[config.mk]
export PLATFORM = sky130hd
export DESIGN_NAME = rcx_top
export DESIGN_NICKNAME = d
export VERILOG_FILES = /design/src/rcx_pkg.sv /design/src/rcx_top.sv
export SDC_FILE = /design/constraint.sdc
export NUM_CORES = 1
export LEC_CHECK = 0
export CORE_MARGIN = 3
export CORE_UTILIZATION = 60
export CTS_CLUSTER_DIAMETER = 80
export DETAILED_ROUTE_END_ITERATION = 10
export DONT_BUFFER_PORTS = 1
export GPL_TIMING_DRIVEN = 0
export PLACE_DENSITY = 0.79
export SLEW_MARGIN = 40
export SYNTH_ARGS = -nofsm -noshare
export SYNTH_HDL_FRONTEND = slang
export SYNTH_SLANG_ARGS = --single-unit
[constraint.sdc]
create_clock -name clk_i -period 2.4 [get_ports clk_i]
set_input_delay 0.24 -clock clk_i [delete_from_list [all_inputs] [get_ports clk_i]]
set_output_delay 0.24 -clock clk_i [all_outputs]
set_load 0.1 [all_outputs]
[src/rcx_pkg.sv]
// Purpose: Constants and types for the radio coexistence arbitration block
// Assumes: 20 MHz clock, AXI4-Lite register access
`default_nettype none
package rcx_pkg;
  localparam int ADDR_W = 4;
  localparam logic [3:0] OFS_CTRL = 4'h0;
  localparam logic [3:0] OFS_TMO = 4'h4;
  localparam logic [3:0] OFS_PULSE = 4'h8;
  localparam logic [3:0] OFS_STAT = 4'hc;
  localparam logic [1:0] RESP_OKAY = 2'h0;
  localparam logic [1:0] RESP_SLVERR = 2'h2;
  localparam int CLK_PERIOD_NS = 50;
  localparam int MS_NS = 1000000;
  localparam int US_NS = 1000;
  localparam int MS_CYCLES = MS_NS / CLK_PERIOD_NS;
  localparam int US_CYCLES = US_NS / CLK_PERIOD_NS;
  localparam logic [7:0] TMO_RST = 8'h10;
  localparam logic [7:0] PULSE_RST = 8'h14;
  localparam logic [7:0] PULSE_MIN = 8'h01;
  localparam logic [7:0] PULSE_MAX = 8'hfe;
  typedef struct packed {
    logic dir_en;
    logic pri_en;
    logic pwm_pri;
    logic tx_hi;
    logic rx_hi;
    logic retry_hi;
    logic retry_en;
    logic ack_gate;
    logic shared;
    logic act_hi;
  } rcx_ctrl_t;
  localparam rcx_ctrl_t CTRL_RST = 10'h000;
  typedef enum logic [1:0] {DP_IDLE, DP_PULSE, DP_STATE} rcx_dir_t;
endpackage
`default_nettype wire

[src/rcx_top.sv]
// Purpose: Coexistence request, priority, retry hold and ACK gating
// Assumes: Radio inputs are on clk_i; pins are asynchronous
// Notes: Two-way pins use separate in, out and enable signals
`default_nettype none
module rcx_top #(
  parameter int MS_CYC = rcx_pkg::MS_CYCLES
) (
  input wire logic clk_i,
  input wire logic sys_rst_i,
  input wire logic [3:0] s_axi_awaddr_i,
  input wire logic s_axi_awvalid_i,
  output logic s_axi_awready_o,
  input wire logic [31:0] s_axi_wdata_i,
  input wire logic [3:0] s_axi_wstrb_i,
  input wire logic s_axi_wvalid_i,
  output logic s_axi_wready_o,
  output logic [1:0] s_axi_bresp_o,
  output logic s_axi_bvalid_o,
  input wire logic s_axi_bready_i,
  input wire logic [3:0] s_axi_araddr_i,
  input wire logic s_axi_arvalid_i,
  output logic s_axi_arready_o,
  output logic [31:0] s_axi_rdata_o,
  output logic [1:0] s_axi_rresp_o,
  output logic s_axi_rvalid_o,
  input wire logic s_axi_rready_i,
  input wire logic radio_req_i,
  input wire logic radio_tx_i,
  input wire logic rx_low_noise_amp_enable_i,
  input wire logic pwm_req_i,
  input wire logic rx_done_i,
  input wire logic rx_crc_ok_i,
  input wire logic rx_ack_req_i,
  input wire logic grant_pin_i,
  input wire logic radio_hold_off_pin_i,
  input wire logic req_pin_i,
  output logic req_pin_o,
  output logic req_pin_oe_o,
  output logic pwm_req_pin_o,
  output logic pwm_req_pin_oe_o,
  output logic pri_pin_o,
  output logic dir_pri_pin_o,
  output logic dir_pri_pin_oe_o,
  output logic ack_send_o
);
  localparam int US_CYC = rcx_pkg::US_CYCLES;

  logic aw_hold_ff, nxt_aw_hold, w_hold_ff, nxt_w_hold;
  logic [3:0] aw_addr_ff, nxt_aw_addr, wstrb_ff, nxt_wstrb;
  logic [31:0] wdata_ff, nxt_wdata, rdata_ff, nxt_rdata;
  logic awrdy_ff, nxt_awrdy, wrdy_ff, nxt_wrdy, ardy_ff, nxt_ardy;
  logic bvalid_ff, nxt_bvalid, rvalid_ff, nxt_rvalid;
  logic [1:0] bresp_ff, nxt_bresp, rresp_ff, nxt_rresp;
  rcx_pkg::rcx_ctrl_t ctrl_ff, nxt_ctrl;
  logic [7:0] tmo_ff, nxt_tmo, pulse_ff, nxt_pulse;

  logic [2:0] sync1_ff, sync2_ff;
  logic grant, radio_hold_off, line_act;
  logic hold_ff, nxt_hold;
  logic [7:0] hold_cnt_ff, nxt_hold_cnt;
  logic [14:0] ms_cnt_ff, nxt_ms_cnt;
  logic [4:0] us_cnt_ff, nxt_us_cnt;
  logic [7:0] pul_cnt_ff, nxt_pul_cnt;
  rcx_pkg::rcx_dir_t dir_st_ff, nxt_dir_st;
  logic req_ff, nxt_req, secured_ff, nxt_secured, reqd_ff, nxt_reqd;
  logic pri_ff, nxt_pri, pri_lat_ff, nxt_pri_lat;
  logic req_o_ff, nxt_req_o, req_oe_ff, nxt_req_oe;
  logic pwm_o_ff, nxt_pwm_o, pwm_oe_ff, nxt_pwm_oe, spri_ff, nxt_spri;
  logic dir_o_ff, nxt_dir_o, dir_oe_ff, nxt_dir_oe, ack_ff, nxt_ack;
  logic req_any, req_cmb, dir_act, dir_line, start_hold, ms_tick, us_tick;

  // Register bus: address and data may arrive in either order
  always_comb begin
    nxt_aw_hold = aw_hold_ff;
    nxt_aw_addr = aw_addr_ff;
    nxt_w_hold = w_hold_ff;
    nxt_wdata = wdata_ff;
    nxt_wstrb = wstrb_ff;
    nxt_bvalid = bvalid_ff;
    nxt_bresp = bresp_ff;
    nxt_rvalid = rvalid_ff;
    nxt_rresp = rresp_ff;
    nxt_rdata = rdata_ff;
    nxt_ctrl = ctrl_ff;
    nxt_tmo = tmo_ff;
    nxt_pulse = pulse_ff;
    if (s_axi_awvalid_i && awrdy_ff) begin
      nxt_aw_hold = 1'b1;
      nxt_aw_addr = s_axi_awaddr_i;
    end
    if (s_axi_wvalid_i && wrdy_ff) begin
      nxt_w_hold = 1'b1;
      nxt_wdata = s_axi_wdata_i;
      nxt_wstrb = s_axi_wstrb_i;
    end
    if (bvalid_ff && s_axi_bready_i) begin
      nxt_bvalid = 1'b0;
    end
    if (aw_hold_ff && w_hold_ff && !bvalid_ff) begin
      nxt_aw_hold = 1'b0;
      nxt_w_hold = 1'b0;
      nxt_bvalid = 1'b1;
      nxt_bresp = rcx_pkg::RESP_OKAY;
      unique case (aw_addr_ff)
        rcx_pkg::OFS_CTRL: begin
          if (wstrb_ff[0]) nxt_ctrl[7:0] = wdata_ff[7:0];
          if (wstrb_ff[1]) nxt_ctrl[9:8] = wdata_ff[9:8];
        end
        rcx_pkg::OFS_TMO: begin
          if (wstrb_ff[0]) nxt_tmo = wdata_ff[7:0];
        end
        rcx_pkg::OFS_PULSE: begin
          if (wstrb_ff[0]) begin
            nxt_pulse = wdata_ff[7:0];
            if (wdata_ff[7:0] < rcx_pkg::PULSE_MIN) begin
              nxt_pulse = rcx_pkg::PULSE_MIN;
            end
            if (wdata_ff[7:0] > rcx_pkg::PULSE_MAX) begin
              nxt_pulse = rcx_pkg::PULSE_MAX;
            end
          end
        end
        rcx_pkg::OFS_STAT: nxt_bresp = rcx_pkg::RESP_OKAY;
        default: nxt_bresp = rcx_pkg::RESP_SLVERR;
      endcase
    end
    if (rvalid_ff && s_axi_rready_i) begin
      nxt_rvalid = 1'b0;
    end
    if (s_axi_arvalid_i && ardy_ff) begin
      nxt_rvalid = 1'b1;
      nxt_rresp = rcx_pkg::RESP_OKAY;
      unique case (s_axi_araddr_i)
        rcx_pkg::OFS_CTRL: nxt_rdata = {22'h0, ctrl_ff};
        rcx_pkg::OFS_TMO: nxt_rdata = {24'h0, tmo_ff};
        rcx_pkg::OFS_PULSE: nxt_rdata = {24'h0, pulse_ff};
        rcx_pkg::OFS_STAT: nxt_rdata = {16'h0, hold_cnt_ff, 1'b0,
          dir_st_ff, radio_hold_off, grant, secured_ff, req_ff, hold_ff};
        default: begin
          nxt_rdata = 32'h0;
          nxt_rresp = rcx_pkg::RESP_SLVERR;
        end
      endcase
    end
    nxt_awrdy = !nxt_aw_hold && !nxt_bvalid;
    nxt_wrdy = !nxt_w_hold && !nxt_bvalid;
    nxt_ardy = !nxt_rvalid;
  end

  always_ff @(posedge clk_i) begin
    if (sys_rst_i) begin
      aw_hold_ff <= 1'b0;
      aw_addr_ff <= 4'h0;
      w_hold_ff <= 1'b0;
      wdata_ff <= 32'h0;
      wstrb_ff <= 4'h0;
      awrdy_ff <= 1'b0;
      wrdy_ff <= 1'b0;
      ardy_ff <= 1'b0;
      bvalid_ff <= 1'b0;
      bresp_ff <= 2'h0;
      rvalid_ff <= 1'b0;
      rresp_ff <= 2'h0;
      rdata_ff <= 32'h0;
      ctrl_ff <= rcx_pkg::CTRL_RST;
      tmo_ff <= rcx_pkg::TMO_RST;
      pulse_ff <= rcx_pkg::PULSE_RST;
    end else begin
      aw_hold_ff <= nxt_aw_hold;
      aw_addr_ff <= nxt_aw_addr;
      w_hold_ff <= nxt_w_hold;
      wdata_ff <= nxt_wdata;
      wstrb_ff <= nxt_wstrb;
      awrdy_ff <= nxt_awrdy;
      wrdy_ff <= nxt_wrdy;
      ardy_ff <= nxt_ardy;
      bvalid_ff <= nxt_bvalid;
      bresp_ff <= nxt_bresp;
      rvalid_ff <= nxt_rvalid;
      rresp_ff <= nxt_rresp;
      rdata_ff <= nxt_rdata;
      ctrl_ff <= nxt_ctrl;
      tmo_ff <= nxt_tmo;
      pulse_ff <= nxt_pulse;
    end
  end

  // Pins are asynchronous: two flops before use
  assign grant = (sync2_ff[0] == ctrl_ff.act_hi);
  assign radio_hold_off = (sync2_ff[1] == ctrl_ff.act_hi);
  assign line_act = (sync2_ff[2] == ctrl_ff.act_hi);
  assign req_any = radio_req_i | hold_ff;
  assign req_cmb = req_any | pwm_req_i;
  assign dir_act = ctrl_ff.dir_en & ctrl_ff.pri_en;
  assign ms_tick = (ms_cnt_ff == 15'(MS_CYC - 1));
  assign us_tick = (us_cnt_ff == 5'(US_CYC - 1));
  // Good packet without grant also starts the hold
  assign start_hold = rx_done_i & ctrl_ff.retry_en & (tmo_ff != 8'h00) &
    (!rx_crc_ok_i | !grant);
  // Pulse follows the priority polarity; radio state is a plain level,
  // high while transmitting, low while the LNA is on
  assign dir_line = (dir_st_ff == rcx_pkg::DP_PULSE) ?
    (pri_lat_ff ^ !ctrl_ff.act_hi) :
    (radio_tx_i & !rx_low_noise_amp_enable_i);

  always_comb begin
    nxt_hold = hold_ff;
    nxt_hold_cnt = hold_cnt_ff;
    nxt_ms_cnt = ms_tick ? 15'h0 : ms_cnt_ff + 15'h1;
    nxt_us_cnt = us_tick ? 5'h0 : us_cnt_ff + 5'h1;
    nxt_pul_cnt = pul_cnt_ff;
    nxt_dir_st = dir_st_ff;
    nxt_pri_lat = pri_lat_ff;
    if (start_hold) begin
      nxt_hold = 1'b1;
      nxt_hold_cnt = tmo_ff;
      nxt_ms_cnt = 15'h0;
    end else if (rx_done_i || !ctrl_ff.retry_en) begin
      nxt_hold = 1'b0;
      nxt_hold_cnt = 8'h00;
    end else if (hold_ff && ms_tick) begin
      nxt_hold_cnt = hold_cnt_ff - 8'h01;
      if (hold_cnt_ff == 8'h01) nxt_hold = 1'b0;
    end
    // Hold wins over normal priority so the retry keeps its level
    if (hold_ff) begin
      nxt_pri = ctrl_ff.pri_en & ctrl_ff.retry_hi;
    end else begin
      nxt_pri = ctrl_ff.pri_en & ((pwm_req_i & ctrl_ff.pwm_pri) |
        (radio_req_i & (radio_tx_i ? ctrl_ff.tx_hi : ctrl_ff.rx_hi)));
    end
    unique case (dir_st_ff)
      rcx_pkg::DP_IDLE: begin
        if (dir_act && req_cmb && !reqd_ff) begin
          nxt_dir_st = rcx_pkg::DP_PULSE;
          // This cycle's priority; the register still holds the idle one
          nxt_pri_lat = nxt_pri;
          nxt_pul_cnt = pulse_ff;
          nxt_us_cnt = 5'h0;
        end
      end
      rcx_pkg::DP_PULSE: begin
        if (us_tick) nxt_pul_cnt = pul_cnt_ff - 8'h01;
        if (us_tick && pul_cnt_ff == 8'h01) nxt_dir_st = rcx_pkg::DP_STATE;
        if (!dir_act) nxt_dir_st = rcx_pkg::DP_IDLE;
      end
      rcx_pkg::DP_STATE: begin
        if (!dir_act || !req_cmb) nxt_dir_st = rcx_pkg::DP_IDLE;
      end
    endcase
    nxt_req = req_any;
    nxt_reqd = req_cmb;
    // Secured when no other radio held the shared line as we raised ours
    nxt_secured = req_any & (secured_ff | (!req_ff & !line_act));
    // Shared lines drive only the active level
    nxt_req_o = ctrl_ff.shared ? ctrl_ff.act_hi : req_ff ^ !ctrl_ff.act_hi;
    nxt_req_oe = ctrl_ff.shared ? req_ff : 1'b1;
    nxt_pwm_o = ctrl_ff.shared ? ctrl_ff.act_hi :
      pwm_req_i ^ !ctrl_ff.act_hi;
    nxt_pwm_oe = ctrl_ff.shared ? pwm_req_i : 1'b1;
    // Static level during request unless directional owns it
    nxt_spri = (pri_ff & req_cmb & !dir_act) ^ !ctrl_ff.act_hi;
    // Dedicated directional pin, idle when function is off
    if (dir_st_ff == rcx_pkg::DP_IDLE) begin
      nxt_dir_o = !ctrl_ff.act_hi;
      nxt_dir_oe = !ctrl_ff.shared & dir_act;
    end else begin
      nxt_dir_o = ctrl_ff.shared ? ctrl_ff.act_hi : dir_line;
      // Shared line: drive only when the wanted level is the active one
      nxt_dir_oe = ctrl_ff.shared ? (dir_line == ctrl_ff.act_hi) :
        1'b1;
    end
    nxt_ack = rx_done_i & rx_crc_ok_i & rx_ack_req_i &
      !(ctrl_ff.ack_gate & (!grant | radio_hold_off |
      (ctrl_ff.shared & !secured_ff)));
  end

  always_ff @(posedge clk_i) begin
    if (sys_rst_i) begin
      sync1_ff <= 3'h0;
      sync2_ff <= 3'h0;
      hold_ff <= 1'b0;
      hold_cnt_ff <= 8'h00;
      ms_cnt_ff <= 15'h0;
      us_cnt_ff <= 5'h0;
      pul_cnt_ff <= 8'h00;
      dir_st_ff <= rcx_pkg::DP_IDLE;
      pri_lat_ff <= 1'b0;
      pri_ff <= 1'b0;
      req_ff <= 1'b0;
      reqd_ff <= 1'b0;
      secured_ff <= 1'b0;
      req_o_ff <= 1'b1;
      req_oe_ff <= 1'b0;
      pwm_o_ff <= 1'b1;
      pwm_oe_ff <= 1'b0;
      spri_ff <= 1'b1;
      dir_o_ff <= 1'b1;
      dir_oe_ff <= 1'b0;
      ack_ff <= 1'b0;
    end else begin
      sync1_ff <= {req_pin_i, radio_hold_off_pin_i, grant_pin_i};
      sync2_ff <= sync1_ff;
      hold_ff <= nxt_hold;
      hold_cnt_ff <= nxt_hold_cnt;
      ms_cnt_ff <= nxt_ms_cnt;
      us_cnt_ff <= nxt_us_cnt;
      pul_cnt_ff <= nxt_pul_cnt;
      dir_st_ff <= nxt_dir_st;
      pri_lat_ff <= nxt_pri_lat;
      pri_ff <= nxt_pri;
      req_ff <= nxt_req;
      reqd_ff <= nxt_reqd;
      secured_ff <= nxt_secured;
      req_o_ff <= nxt_req_o;
      req_oe_ff <= nxt_req_oe;
      pwm_o_ff <= nxt_pwm_o;
      pwm_oe_ff <= nxt_pwm_oe;
      spri_ff <= nxt_spri;
      dir_o_ff <= nxt_dir_o;
      dir_oe_ff <= nxt_dir_oe;
      ack_ff <= nxt_ack;
    end
  end

  assign s_axi_awready_o = awrdy_ff;
  assign s_axi_wready_o = wrdy_ff;
  assign s_axi_bresp_o = bresp_ff;
  assign s_axi_bvalid_o = bvalid_ff;
  assign s_axi_arready_o = ardy_ff;
  assign s_axi_rdata_o = rdata_ff;
  assign s_axi_rresp_o = rresp_ff;
  assign s_axi_rvalid_o = rvalid_ff;
  assign req_pin_o = req_o_ff;
  assign req_pin_oe_o = req_oe_ff;
  assign pwm_req_pin_o = pwm_o_ff;
  assign pwm_req_pin_oe_o = pwm_oe_ff;
  assign pri_pin_o = spri_ff;
  assign dir_pri_pin_o = dir_o_ff;
  assign dir_pri_pin_oe_o = dir_oe_ff;
  assign ack_send_o = ack_ff;
endmodule
`default_nettype wire

==> out/summary.json <==
{
  "timing.critical_path.slowest_stage_cell": "dfxtp_2",
  "insertion_delay_ps": 530,
  "ys_seq_area_frac": 0.4416,
  "ys_warn_count": 0,
  "fin_worst_skew_ps": 8.212,
  "p_leak_nw": 2.712,
  "cts_repair_resizes": 0,
  "slew_violations": 0,
  "cts_max_path_buffers": 2,
  "post_synth_top_area_share": 0.4416,
  "worstRegToRegCells": 4,
  "die_area_mm2": 0.01065,
  "dr.first_iter.drc_count": 287,
  "global_route_wire_length_before_repair_mm": 23.25,
  "route.final.wire_length_mm": 14.56,
  "floorplan.rows": 34,
  "hold_fails_final_rpt": 0,
  "async_reset_ff_frac": 0,
  "r2r_slack_ps": 150,
  "start_kind": "flip-flop",
  "layout.nets": 773,
  "first_global_vias": 4759,
  "post-synth-top-area-cell": "dfxtp_1",
  "diodes": 0,
  "grt_antenna_before_repair": 0,
  "setup-violations-final": 0,
  "wl_per_cell_um": 17.74,
  "postCtsSetupBuffers": 0,
  "finalCritPeriodShare": 0.9367,
  "cts_tree": "done",
  "rsz_0062_raised_after_global_routing": "false",
  "cp-endpoint": "aw_addr_ff[1]",
  "final_cell_count_no_fill": 821,
  "timing.setup.tns_ps": 0,
  "grt_max_degree": 17,
  "most_used_dff_post_synth": "dfxtp_1",
  "power_per_cell_area_mw_per_mm2": 767.2,
  "ir_drop_v": 0.0005564,
  "worstReg2RegEnd": "aw_addr_ff[1]",
  "syn_inst": 629,
  "final_antenna_net_count": 0,
  "ios": 110,
  "dp.cells": 754,
  "chipWidth_um": 103.2,
  "max_cap_violations": 0,
  "path_common_cell": "dlygate4sd3_1",
  "dp_hpwl_mm": 9.777,
  "critical_path.reg2reg.startpoint": "s_axi_awready_o",
  "worst-endpoint-arrival_ps": 2720,
  "dieHeight_um": 103.2,
  "overflow": 0,
  "crit_start": "s_axi_awready_o",
  "max_slew_margin": 0.5344,
  "buffer_ports.inserted": 0,
  "final_layout_size_suffix_gt1_frac": 0.1571,
  "final.min_clock_period_ps": 2248,
  "cp_data_required_time_ps": 2870,
  "start_util": 0.6343,
  "drt_pass1_iterations": 4,
  "critPathMaxStageDelay_ps": 710,
  "critical_path.cell_chain": "nand3_1, dlygate4sd3_1, a21oi_1, dlygate4sd3_1",
  "cts-htree-levels": 4,
  "root_buffer": "clkbuf_8",
  "drt_drc_violations_left": 0,
  "worst_setup_path_end_kind": "flip-flop",
  "worstMarginPinSlew_ps": 692.0,
  "total_power_w": 0.005246,
  "hold_path.class": "input pin to flip-flop",
  "max_clock_freq_mhz": 444.8,
  "coreArea_mm2": 0.008934,
  "gp_congestion": 0.8962,
  "detailroute.via_count": 4847,
  "critical_path_class": "flip-flop to flip-flop",
  "synthesis.area_mm2": 0.005667,
  "postLayoutCoreUtil": 0.7654,
  "worst_hold_startpoint": "s_axi_arvalid_i",
  "mean_post_synth_cell_area_um2": 9.009,
  "top_post_synthesis_cells_by_area": "dfxtp_1, nor2_1, mux2i_1",
  "worst-path-max-fanout": 7,
  "path_clk_slew_ps": 60,
  "numCtsBuffers": 17,
  "yosys.cell_types.count": 68,
  "drt-vias-per-instance": 5.904,
  "post_synth_edffs": 0,
  "grtUsageTotal": 0.2857,
  "postSynthRegisterBits": 125,
  "number_of_sinks_on_the_clock_net": 125,
  "whs_ps": 34.14,
  "status": "complete, no violations",
  "area_growth_from_synthesis_to_final_layout_pct": 20.67
}
## metal layers
layer / vias up / share of wire / global-route usage
li1: 2325 / - / -
met1: 2265 / 0.42 / 0.3571
met2: 220 / 0.46 / 0.4563
met3: 37 / 0.091 / 0.08249
met4: 0 / 0.032 / 0.1335
met5: - / 0 / 0
## cell type report
type	instances	area, µm²
Clock inverter	7	90.09
Clock buffer	22	462.9
Buffer	49	287.8
Tap cell	108	135.1
Sequential cell	125	2541
Timing Repair Buffer	38	380.4
Inverter	15	56.30
Fill cell	619	2096
Multi-Input combinational cell	457	2884
## cells in the mapped netlist (4+ instances only)
cell,n
or3_1,6
a22oi_1,15
nor4b_1,6
nor2_1,73
nor4_1,6
dfxtp_1,125
a22o_1,9
nor3b_1,4
a21oi_1,39
o21ai_0,14
nor2_4,8
buf_4,18
xor2_1,10
nand2_1,69
nor3_1,12
a211oi_1,5
xnor2_1,13
nand3_1,22
nand4_1,8
buf_2,4
nor2b_1,11
mux2_2,6
and3_1,5
ha_1,9
inv_1,13
mux2i_1,27
clkbuf_1,23
o21a_1,7
## power breakdown
group	internal [W]	switching (W)	total, W	leakage (nW)
registers	0.00214	0.000166	0.00230	1.02
logic	0.000180	0.000339	0.000518	1.42
clock network	0.00154	0.000888	0.00242	0.269
## worst min path at each step
stage | to | slack [ps] | cells past startpoint
floorplan | pwm_req_pin_oe_o | 350 | 1
global placement | pwm_req_pin_oe_o | 360 | 1
detailed placement | pwm_req_pin_oe_o | 360 | 1
CTS | s_axi_rdata_o[15] | 30 | 3
global route | s_axi_rdata_o[15] | 70 | 3
finish | s_axi_rdata_o[15] | 30 | 3
## worst max-delay path, delay by kind of cell (launching register included)
| kind | cells | cell delay (ps) |
|---|---|---|
| buf+inv | 2 | 1180 |
| simple gates | 1 | 160 |
| flops | 1 | 710 |
| compound gates | 1 | 140 |
## logic make-up (layout without fill, tap and decap cells)
logic type,Yosys count,in the layout,share of synthesized area
buffers and inverters,64,131,0.06072
AO/OA/AOI/OAI,118,118,0.1420
flip-flops,125,125,0.4416
multiplexers,35,35,0.06756
other,1,18,0.0006618
adder cells (fa/ha/maj),9,9,0.01987
XOR/XNOR,24,24,0.04041
AND/OR/NAND/NOR,253,253,0.2272
## registers in the layout, indices dropped and copies added (netlist names), 2 cells and up
signal	cells
dir_st_ff	2
sync2_ff	3
wstrb_ff	2
ms_cnt_ff	15
pul_cnt_ff	8
sync1_ff	3
aw_addr_ff	4
wdata_ff	10
hold_cnt_ff	8
us_cnt_ff	5
tmo_ff	8
s_axi_rdata_o	16
pulse_ff	8
ctrl_ff	10
## placed cells by master, fill, tap and decap left out, types with 3 or more instances in the layout
cell | Yosys | routed
buf_2 | 4 | 4
nor4_1 | 6 | 6
xnor2_1 | 13 | 13
nor4b_1 | 6 | 6
o32ai_1 | 3 | 3
a21oi_1 | 39 | 39
nor3_1 | 12 | 12
a22oi_1 | 15 | 15
clkinv_2 | 0 | 3
and2_1 | 3 | 3
clkbuf_1 | 23 | 25
o21ai_0 | 14 | 14
buf_4 | 18 | 18
clkbuf_16 | 0 | 16
nand3_1 | 22 | 22
mux2i_1 | 27 | 27
nand2_1 | 69 | 69
a211oi_1 | 5 | 5
inv_1 | 13 | 13
and3_1 | 5 | 5
nor2_4 | 8 | 8
and2_0 | 3 | 3
ha_1 | 9 | 9
dfxtp_2 | 0 | 31
clkbuf_8 | 0 | 4
conb_1 | 1 | 18
mux2_2 | 6 | 6
or3_1 | 6 | 6
nor2_1 | 73 | 73
a31oi_1 | 3 | 3
nand4_1 | 8 | 8
a22o_1 | 9 | 9
nor3b_1 | 4 | 4
xor2_1 | 10 | 10
dlygate4sd3_1 | 0 | 38
nor2b_1 | 11 | 11
dfxtp_1 | 125 | 94
o21a_1 | 7 | 7
## stage by stage
stage	worst slack (ps)	cell area (µm²)
CTS	213.3	6838
finish	151.9	6838
global placement	87.38	5866
global route	2.757	6838
detailed placement	265.1	5904
floorplan	261.7	5731
## repair_timing
| item | CTS | global route |
|---|---|---|
| setup endpoints to repair | 0 | 0 |
| hold endpoints to repair | 32 | 0 |
| hold buffers | 38 | 0 |
(Power assumes the default switching activity.)
